### src/tac_cfg.svh
// Purpose: constants for traffic announcement control
// Assumes: included by bare name
// Notes: all counts and offsets are macros
`ifndef TAC_CFG_SVH
`define TAC_CFG_SVH
`define TAC_CLK_HZ 25000000
`define TAC_NAME_SYNC_MS 400
`define TAC_NAME_SYNC_CYC ((`TAC_CLK_HZ / 1000) * `TAC_NAME_SYNC_MS)
`define TAC_NETS 4
`define TAC_NAME_LEN 8
`define TAC_ADDR_W 4
// register offsets
`define TAC_REG_CTRL 4'h0
`define TAC_REG_TMOUT 4'h1
`define TAC_REG_NET_EN 4'h2
`define TAC_REG_NET_TP 4'h3
`define TAC_REG_NET_TA 4'h4
`define TAC_REG_STATUS 4'h5
`define TAC_REG_MINLEFT 4'h6
`define TAC_REG_NAME_LO 4'h8
`define TAC_REG_NAME_HI 4'h9
// ctrl fields
`define TAC_CTRL_TA 0
`define TAC_CTRL_TP 1
`define TAC_CTRL_PROG_SW 2
`define TAC_CTRL_NET1_PIN 3
// timeout fields
`define TAC_TMOUT_RISE 7
`define TAC_TMOUT_RST 8'h00
`endif

### src/tac_pkg.sv
// Purpose: types for traffic announcement control
// Assumes: nothing
// Notes: constants live in tac_cfg.svh
package tac_pkg;
   typedef enum logic [1:0] {
      TAC_IDLE,
      TAC_PIN_LEVEL,
      TAC_PIN_TIMED,
      TAC_CMD
   } tac_src_e;
   typedef logic [3:0] tac_addr_t;
   typedef logic [31:0] tac_data_t;
endpackage

### src/tac_pin_sync.sv
// Purpose: two-stage synchroniser with edge detect for the switch pin
// Assumes: pin is asynchronous to ref_clk
// Notes: stage two and the registered level both feed the edge logic
`timescale 1ns/1ps
`default_nettype none
module tac_pin_sync (
   input wire logic ref_clk, // clock
   input wire logic reset_n, // sync reset, active low
   input wire logic pin_in, // raw switch pin
   output logic level_q, // synchronised level
   output logic fall_q, // one-cycle falling edge
   output logic rise_q // one-cycle rising edge
);
   logic meta_q, meta_d;
   logic sync_q, sync_d;
   logic level_d, fall_d, rise_d;

   always_comb begin
      meta_d = pin_in;
      sync_d = meta_q;
      level_d = sync_q;
      fall_d = level_q & ~sync_q;
      rise_d = ~level_q & sync_q;
   end


   always_ff @(posedge ref_clk) begin
      if (!reset_n) begin
         meta_q <= 1'b1;
         sync_q <= 1'b1;
         level_q <= 1'b1;
         fall_q <= 1'b0;
         rise_q <= 1'b0;
      end else begin
         meta_q <= meta_d;
         sync_q <= sync_d;
         level_q <= level_d;
         fall_q <= fall_d;
         rise_q <= rise_d;
      end
   end
endmodule
`default_nettype wire

### src/tac_top.sv
// Purpose: traffic announcement flag control for an encoder
// Assumes: minute_tick is a one-cycle pulse on ref_clk
// Notes: registers on a simple strobe port, read data one cycle later
// Overview of operation
// pin-held announcement ignores command writes
// command-held announcement ignores the pin
// program switch clears the announcement flag
// timeout zero: pin low level sets flag
// timeout 1-127: falling edge sets, minutes clear
// plus 128: rising edge also clears early
// timeout expires only on minute ticks
// net1 pin control is level only
// traffic program zero forces timeout zero
// net flag refused without tp and enable
// pin may drive net1 announcement flag
// any net flag requests 14B groups
// eight-char traffic name, empty disables
// host waits 400 ms after name write
// net flags excluded from stored data
// per-network link enable bit
// net flag steers receivers to that net
// per-network traffic program flag
// pin double-synchronised before use
// minute counter loads on set, clears
`timescale 1ns/1ps
`default_nettype none
`include "tac_cfg.svh"
module tac_top (
   input wire logic ref_clk, // 25 MHz clock
   input wire logic reset_n, // sync reset, active low
   input wire logic ta_pin, // studio switch, low active
   input wire logic minute_tick, // rtc minute pulse
   input wire tac_pkg::tac_addr_t reg_addr, // register index
   input wire tac_pkg::tac_data_t reg_wdata, // write data
   input wire logic reg_wr, // write strobe
   input wire logic reg_rd, // read strobe
   output tac_pkg::tac_data_t reg_rdata, // read data
   output logic ta_flag, // announcement flag out
   output logic tp_flag, // traffic program flag out
   output logic [`TAC_NETS-1:0] other_net_announce_flag, // net flags
   output logic eon_group_req, // request 14B groups
   output logic name_active, // send traffic name now
   output logic name_busy // name sync in progress
);
   import tac_pkg::*;

   // ----------------------------------------------------------
   // pin synchroniser
   // ----------------------------------------------------------
   logic pin_lvl, pin_fall, pin_rise;
   tac_pin_sync u_sync (
      .ref_clk(ref_clk),
      .reset_n(reset_n),
      .pin_in(ta_pin),
      .level_q(pin_lvl),
      .fall_q(pin_fall),
      .rise_q(pin_rise)
   );

   // ----------------------------------------------------------
   // state
   // ----------------------------------------------------------
   tac_src_e src_q, src_d;
   logic tp_q, tp_d;
   logic cmd_ta_q, cmd_ta_d;
   logic net1_pin_q, net1_pin_d;
   logic [7:0] tmout_q, tmout_d;
   logic [6:0] min_left_q, min_left_d;
   logic [`TAC_NETS-1:0] net_en_q, net_en_d;
   logic [`TAC_NETS-1:0] net_tp_q, net_tp_d;
   logic [`TAC_NETS-1:0] net_ta_q, net_ta_d;
   logic [63:0] name_q, name_d;
   logic [23:0] sync_cnt_q, sync_cnt_d;
   tac_data_t rdata_q, rdata_d;
   logic ta_d, eon_d, name_act_d, busy_d;
   logic [`TAC_NETS-1:0] net_out_d;

   function automatic logic hit(input tac_addr_t a, input tac_addr_t r);
      hit = reg_wr && (a == r);
   endfunction

   function automatic logic [`TAC_NETS-1:0] net_guard(
      input logic [`TAC_NETS-1:0] v,
      input logic [`TAC_NETS-1:0] en,
      input logic [`TAC_NETS-1:0] tp);
      net_guard = v & en & tp;
   endfunction

   logic [6:0] tm_min;
   logic tm_rise, prog_sw;
   assign tm_min = tmout_q[6:0];
   assign tm_rise = tmout_q[`TAC_TMOUT_RISE];
   assign prog_sw = hit(reg_addr, `TAC_REG_CTRL)
      && reg_wdata[`TAC_CTRL_PROG_SW];

   // ----------------------------------------------------------
   // announcement flag source machine
   // ----------------------------------------------------------
   always_comb begin
      src_d = src_q;
      cmd_ta_d = cmd_ta_q;
      min_left_d = min_left_q;
      case (src_q)
         TAC_IDLE: begin
            if (hit(reg_addr, `TAC_REG_CTRL)
               && reg_wdata[`TAC_CTRL_TA]
               && !reg_wdata[`TAC_CTRL_PROG_SW]) begin
               src_d = TAC_CMD;
            end else if (!net1_pin_q) begin
               if (tm_min == 7'h00 && !pin_lvl) begin
                  src_d = TAC_PIN_LEVEL;
               end else if (tm_min != 7'h00 && pin_fall) begin
                  src_d = TAC_PIN_TIMED;
                  min_left_d = tm_min;
               end
            end
         end
         TAC_PIN_LEVEL: begin
            if (pin_lvl || tm_min != 7'h00) begin
               src_d = TAC_IDLE;
            end
         end
         TAC_PIN_TIMED: begin
            if (minute_tick) begin
               if (min_left_q <= 7'h01) begin
                  src_d = TAC_IDLE;
               end else begin
                  min_left_d = min_left_q - 7'h01;
               end
            end
            if (tm_rise && pin_rise) begin
               src_d = TAC_IDLE;
            end
         end
         TAC_CMD: begin
            if (hit(reg_addr, `TAC_REG_CTRL)
               && !reg_wdata[`TAC_CTRL_TA]) begin
               src_d = TAC_IDLE;
            end
         end
         default: src_d = TAC_IDLE;
      endcase
      // pin-held flag: command value has no effect
      if (src_q == TAC_PIN_LEVEL || src_q == TAC_PIN_TIMED) begin
         cmd_ta_d = 1'b0;
      end else begin
         cmd_ta_d = (src_d == TAC_CMD);
      end
      if (prog_sw) begin
         src_d = TAC_IDLE;
         cmd_ta_d = 1'b0;
      end
      if (src_d != TAC_PIN_TIMED) begin
         min_left_d = 7'h00;
      end
   end

   // ----------------------------------------------------------
   // configuration and network flags
   // ----------------------------------------------------------
   always_comb begin
      tp_d = tp_q;
      net1_pin_d = net1_pin_q;
      tmout_d = tmout_q;
      net_en_d = net_en_q;
      net_tp_d = net_tp_q;
      net_ta_d = net_ta_q;
      name_d = name_q;
      sync_cnt_d = (sync_cnt_q != 24'h000000) ? sync_cnt_q - 24'h000001
         : sync_cnt_q;
      if (hit(reg_addr, `TAC_REG_CTRL)) begin
         tp_d = reg_wdata[`TAC_CTRL_TP];
         net1_pin_d = reg_wdata[`TAC_CTRL_NET1_PIN];
      end
      if (hit(reg_addr, `TAC_REG_TMOUT)) begin
         tmout_d = reg_wdata[7:0];
      end
      if (hit(reg_addr, `TAC_REG_NET_EN)) begin
         net_en_d = reg_wdata[`TAC_NETS-1:0];
      end
      if (hit(reg_addr, `TAC_REG_NET_TP)) begin
         net_tp_d = reg_wdata[`TAC_NETS-1:0];
      end
      if (hit(reg_addr, `TAC_REG_NET_TA)) begin
         net_ta_d = reg_wdata[`TAC_NETS-1:0];
      end
      if (net1_pin_d) begin
         net_ta_d[0] = ~pin_lvl;
      end
      net_ta_d = net_guard(net_ta_d, net_en_d, net_tp_d);
      if (!tp_d) begin
         tmout_d = 8'h00;
      end
      if (hit(reg_addr, `TAC_REG_NAME_LO)) begin
         name_d[31:0] = reg_wdata;
         sync_cnt_d = 24'(`TAC_NAME_SYNC_CYC);
      end
      if (hit(reg_addr, `TAC_REG_NAME_HI)) begin
         name_d[63:32] = reg_wdata;
         sync_cnt_d = 24'(`TAC_NAME_SYNC_CYC);
      end
   end

   // ----------------------------------------------------------
   // outputs and read port
   // ----------------------------------------------------------
   always_comb begin
      ta_d = (src_d != TAC_IDLE);
      net_out_d = net_ta_d;
      eon_d = |net_ta_d;
      name_act_d = ta_d && (name_d != 64'h0)
         && (sync_cnt_d == 24'h000000);
      busy_d = (sync_cnt_d != 24'h000000);
      rdata_d = 32'h00000000;
      if (reg_rd) begin
         case (reg_addr)
            `TAC_REG_CTRL: rdata_d = {28'h0000000, net1_pin_q, 1'b0,
               tp_q, ta_flag};
            `TAC_REG_TMOUT: rdata_d = {24'h000000, tmout_q};
            `TAC_REG_NET_EN: rdata_d = {28'h0000000, net_en_q};
            `TAC_REG_NET_TP: rdata_d = {28'h0000000, net_tp_q};
            `TAC_REG_NET_TA: rdata_d = {28'h0000000, net_ta_q};
            `TAC_REG_STATUS: rdata_d = {28'h0000000, name_busy,
               cmd_ta_q, src_q};
            `TAC_REG_MINLEFT: rdata_d = {25'h0000000, min_left_q};
            `TAC_REG_NAME_LO: rdata_d = name_q[31:0];
            `TAC_REG_NAME_HI: rdata_d = name_q[63:32];
            default: rdata_d = 32'h00000000;
         endcase
      end
   end

   // net flags are volatile: reset clears, nothing persists
   always_ff @(posedge ref_clk) begin
      if (!reset_n) begin
         src_q <= TAC_IDLE;
         cmd_ta_q <= 1'b0;
         min_left_q <= 7'h00;
         tp_q <= 1'b0;
         net1_pin_q <= 1'b0;
         tmout_q <= `TAC_TMOUT_RST;
         net_en_q <= 4'h0;
         net_tp_q <= 4'h0;
         net_ta_q <= 4'h0;
         name_q <= 64'h0;
         sync_cnt_q <= 24'h000000;
         rdata_q <= 32'h00000000;
         ta_flag <= 1'b0;
         tp_flag <= 1'b0;
         other_net_announce_flag <= 4'h0;
         eon_group_req <= 1'b0;
         name_active <= 1'b0;
         name_busy <= 1'b0;
      end else begin
         src_q <= src_d;
         cmd_ta_q <= cmd_ta_d;
         min_left_q <= min_left_d;
         tp_q <= tp_d;
         net1_pin_q <= net1_pin_d;
         tmout_q <= tmout_d;
         net_en_q <= net_en_d;
         net_tp_q <= net_tp_d;
         net_ta_q <= net_ta_d;
         name_q <= name_d;
         sync_cnt_q <= sync_cnt_d;
         rdata_q <= rdata_d;
         ta_flag <= ta_d;
         tp_flag <= tp_d;
         other_net_announce_flag <= net_out_d;
         eon_group_req <= eon_d;
         name_active <= name_act_d;
         name_busy <= busy_d;
      end
   end
   assign reg_rdata = rdata_q;

   // ----------------------------------------------------------
   // checks
   // ----------------------------------------------------------
   a_cmd_ignored: assert property (
      @(posedge ref_clk) disable iff (!reset_n)
      (src_q == TAC_PIN_LEVEL && !pin_lvl && !prog_sw && tm_min == 7'h00)
      |=> src_q == TAC_PIN_LEVEL)
      else $error("pin-held flag lost to command");
   a_pin_ignored: assert property (
      @(posedge ref_clk) disable iff (!reset_n)
      (src_q == TAC_CMD && !reg_wr) |=> src_q == TAC_CMD)
      else $error("command-held flag lost to pin");
   a_prog_clear: assert property (
      @(posedge ref_clk) disable iff (!reset_n)
      prog_sw |=> !ta_flag)
      else $error("program switch did not clear flag");
   a_level_set: assert property (
      @(posedge ref_clk) disable iff (!reset_n)
      (src_q == TAC_IDLE && tm_min == 7'h00 && !pin_lvl && !reg_wr
      && !net1_pin_q) |=> src_q == TAC_PIN_LEVEL)
      else $error("low level did not set flag");
   a_edge_load: assert property (
      @(posedge ref_clk) disable iff (!reset_n)
      (src_q == TAC_IDLE && tm_min != 7'h00 && pin_fall && !reg_wr
      && !net1_pin_q) |=> min_left_q == $past(tm_min))
      else $error("minute counter not loaded");
   a_rise_clear: assert property (
      @(posedge ref_clk) disable iff (!reset_n)
      (src_q == TAC_PIN_TIMED && tm_rise && pin_rise) |=> src_q == TAC_IDLE)
      else $error("rising edge did not clear");
   a_tick_only: assert property (
      @(posedge ref_clk) disable iff (!reset_n)
      (src_q == TAC_PIN_TIMED && !minute_tick && !pin_rise && !reg_wr)
      |=> src_q == TAC_PIN_TIMED)
      else $error("timeout left off a minute tick");
   a_tp_zero: assert property (
      @(posedge ref_clk) disable iff (!reset_n)
      !tp_q |-> tmout_q == 8'h00)
      else $error("timeout kept without traffic program");
   a_net_guard: assert property (
      @(posedge ref_clk) disable iff (!reset_n)
      (net_ta_q & ~(net_en_q & net_tp_q)) == 4'h0)
      else $error("net flag set without guard");
   a_eon_req: assert property (
      @(posedge ref_clk) disable iff (!reset_n)
      (|net_ta_q) |-> eon_group_req)
      else $error("14B request missing");
endmodule
`default_nettype wire

### config.mk
export PLATFORM = sky130hd
export DESIGN_NAME = tac_top
export DESIGN_NICKNAME = d
export VERILOG_FILES = /design/src/tac_pkg.sv /design/src/tac_pin_sync.sv /design/src/tac_top.sv
export VERILOG_INCLUDE_DIRS = /design/src
export SDC_FILE = /design/constraint.sdc
export NUM_CORES = 1
export LEC_CHECK = 0
export ABC_AREA = 0
export BUFFER_PORTS_ARGS = -buffer_cell sky130_fd_sc_hd__buf_2
export CAP_MARGIN = 0
export CORE_ASPECT_RATIO = 0.9
export CORE_MARGIN = 2
export CORE_UTILIZATION = 58
export DETAILED_ROUTE_END_ITERATION = 8
export PLACE_DENSITY_LB_ADDON = 0.05
export RECOVER_POWER = 100
export SLEW_MARGIN = 5
export SYNTH_ARGS = -nofsm -noshare
export SYNTH_HDL_FRONTEND = slang
export SYNTH_HIERARCHICAL = 1
export SYNTH_SLANG_ARGS = --single-unit
### constraint.sdc
create_clock -name ref_clk -period 3 [get_ports ref_clk]
set_clock_uncertainty 0.1 [all_clocks]
set_input_delay 0.3 -clock ref_clk [delete_from_list [all_inputs] [get_ports ref_clk]]
set_output_delay 0.3 -clock ref_clk [all_outputs]
set_load 0.01 [all_outputs]
==> flow_summary_export.csv <==
group,metric,value,unit
status,run_status,"finished, violations left",
status,violations,"max-capacitance violations, max-slew violations",
cells_and_area,layout-drive-gt1-share,12.1,%
place,place_congestion,0.943,
critical_path,crit_path_end_kind,"flop",
timing,slew_viol_final,46,
power_and_ir_drop,switching_share,32.1,%
synth,synth_edf_count,0,
floorplan,io_pins,83,
grt,grt_start_max_net_pins,46,
critical_path,start_kind,"flop",
synth,synth_seq_cells,161,
cts,ctsResizeCount,0,
timing,holdWs,0.0432,ns
synth,ys.flop_type,"dfxtp_1",
synth,synth_top_family_by_area,"simple AND/OR/NAND/NOR gates",
drt,routed_wirelength,20.6,mm
power_and_ir_drop,power_frac_comb,26.0,%
power_and_ir_drop,p_int,4.46,mW
power_and_ir_drop,pwr_density_cell,778,mW/mm2
critical_path,rrSetupSlack,0.30,ns
place,dpl.hpwl,14.6,mm
cts,clockBufferDepth,2,
synth,async_flop_share,0,%
cells_and_area,final_cell_mix,"165 x nand2_1, 161 x dfxtp_1, 91 x nor2_1",
synth,synth_fa_ha_area_share,1.37,%
grt,gr-total-overflow,0,
synth,synth_mux_area_share,2.83,%
drt,first_pass_iters,6,
cts,root_buffer,"clkbuf_16",
timing,rsz0062_at_grt,"no",
grt,grt_pass1_vias,6194,
floorplan,row_count,38,
cts,cts_tree,"built",
timing,slew-limit-headroom,-11.3,%
timing,period_needed,2.70,ns
critical_path,crit_end,"name_busy$_SDFF_PN0_",
critical_path,cp.arrival,2.91,ns
drt,avgViaCountPerCell,6.03,
synth,syn_area,0.00733,mm2
critical_path,r2r-end,"name_busy$_SDFF_PN0_",
timing,finalCritPeriodShare,90.0,%
synth,avgSynthCellArea,8.37,um2
floorplan,coreArea,0.0122,mm2
critical_path,r2r-start,"sync_cnt_q[0]$_SDFF_PN0_",
power_and_ir_drop,vdd_drop_max,0.708,mV
grt,grt_pass1_wl,33.0,mm
cts,cts_sinks,161,
power_and_ir_drop,p_seq_share,38.4,%
grt,antenna_found_initial,1,
synth,syn_nets,926,
timing,hold_viol_final,0,
critical_path,critPathMaxFanout,7,
cts,hold_buffers,1,
drt,drc,0,
cells_and_area,area_growth,15.3,%
floorplan,die-height,111,um
drt,via_count,6725,
drt,drt-initial-drc-count,849,
critical_path,r2r_cells,9,
run,maxCapViolations,2,
floorplan,start_util,60.2,%
cts,cts.clk_slew.worst_paths,0.07,ns
synth,seq_area_frac_synth,44.0,%
synth,synth_xor_area_share,2.03,%
timing,max_clock_freq,371,MHz
cts,post_cts.repair.setup_buffers,0,
timing,finalSetupTns,0,ns
cts,cts-buffers-inserted,17,
timing,worst_pin_slew,1.67,ns
power_and_ir_drop,power.total,6.57,mW
power_and_ir_drop,clockPowerShare,35.6,%
floorplan,die_area,0.0136,mm2
timing,setup_viol,0,
cells_and_area,fin_util,69.4,%
drt,wl_per_cell,18.5,um
synth,syn_inst,876,
cts,cts-htree-levels,4,
cts,insertion_delay,0.43,ns
critical_path,critPathKind,"flop to flop",
worst_hold_path,worstHoldPathType,"input pin to flop",
floorplan,dieWidth,122,um
place,port_buffers,82,
critical_path,crit_start,"sync_cnt_q[0]$_SDFF_PN0_",
drt,ant_nets,0,
worst_hold_path,worstHoldPathCells,3,
critical_path,required,3.21,ns
power_and_ir_drop,netSwitchingPower,2.11,mW
synth,yosysUniqueCellTypes,74,
synth,synth-simple-area-share,26.8,%
cells_and_area,final_nets,992,
cells_and_area,final_common_cell,"nand2_1",
synth,ys_warn_count,6,
synth,synth_compound_area_share,18.9,%
power_and_ir_drop,p_leak,3.06,nW
grt,gr-usage-all-layers,31.1,%
## layout make-up
cell class	count	area (um2)
inverter	17	63.8
fill	1052	3720
multi-input combinational	641	3810
clock inverter	13	199
sequential	161	3220
antenna	1	2.50
tap	160	200
timing repair buffer	104	507
clock buffer	19	443
## how the worst min path moves through the flow
stage,from,end,slack (ns)
floorplan,reset_n,u_sync/level_d$_SDFF_PN1_,0.27
global placement,u_sync/meta_q$_SDFF_PN1_,u_sync/level_d$_SDFF_PN1_,0.29
detailed placement,u_sync/meta_q$_SDFF_PN1_,u_sync/level_d$_SDFF_PN1_,0.30
CTS,reg_wdata[24],name_q[24]$_SDFF_PN0_,0.03
global route,reg_wdata[13],name_q[13]$_SDFF_PN0_,0.04
finish,reg_wdata[24],name_q[24]$_SDFF_PN0_,0.04
## stage by stage
stage          worst slack, ns  area [um2]  cells
6_report                 0.301        8450   1116
5_1_grt                 0.0293        8450   1115
4_1_cts                  0.334        8540   1115
3_5_place_dp             0.366        7890   1082
3_3_place_gp             0.420        7890   1082
2_1_floorplan            0.656        7330    876
## state kept, by name, indices dropped and copies added (netlist names), 2 cells and up
signal,flops
net_en_q,4
net_tp_q,4
min_left_q,7
tmout_q,8
reg_rdata,32
src_q,2
sync_cnt_q,24
net_ta_q,4
name_q,64
## cell usage after synthesis (8+ instances only)
cell	n	area share [%]
nand2_1	165	8.5
dfxtp_1	161	44
nor2_1	91	4.7
a21boi_0	71	7.3
clkbuf_1	47	2.4
a21oi_1	35	2.4
a22oi_1	27	2.8
nor4_1	27	2.3
nor2b_1	20	1.7
nor3_1	19	1.3
inv_1	17	0.87
mux2i_1	14	1.9
nand3_1	12	0.82
o21ai_0	12	0.82
nand4_1	11	0.94
xnor2_1	9	1.1
ha_1	8	1.4
or3_1	8	0.68
xor2_1	8	0.96
## cells by family (layout without fill, tap and decap cells)
logic type / count (synthesis) / in the layout
xor+xnor: 17 / 17
mux: 18 / 18
buf+inv: 74 / 153
simple gates: 403 / 403
other cells: 0 / 1
fa+ha+maj: 8 / 8
flops: 161 / 161
compound gates: 195 / 195
## power groups by stage
| stage | Combinational (mW) | Sequential (mW) | Clock [mW] |
|---|---|---|---|
| 3_5_place_dp | 1.68 | 2.56 | 0 |
| 3_3_place_gp | 1.65 | 2.55 | 0 |
| 5_1_grt | 1.91 | 2.54 | 2.47 |
| 4_1_cts | 1.69 | 2.51 | 2.37 |
| 2_1_floorplan | 1.35 | 2.48 | 0 |
| 6_report | 1.71 | 2.52 | 2.34 |
## metal layers
layer	up-vias	GRT usage, %	part of all wire [%]
li1	3218	-	-
met4	0	7.82	1.4
met1	3161	43.8	44
met3	25	8.16	9.3
met5	-	0	0
met2	321	47.3	45
## worst max-delay path, stage by stage, from the launching register on
cell and delay (ns):
dfxtp_1 0.32, inv_1 0.12, ha_1 0.19, nor3b_1 0.32
nand4_2 0.24, nor2_1 0.42, or4b_2 0.22, xor2_1 0.19
nand4_1 0.17, o31a_1 0.29
Note: power is estimated with default switching activity, not from simulation.
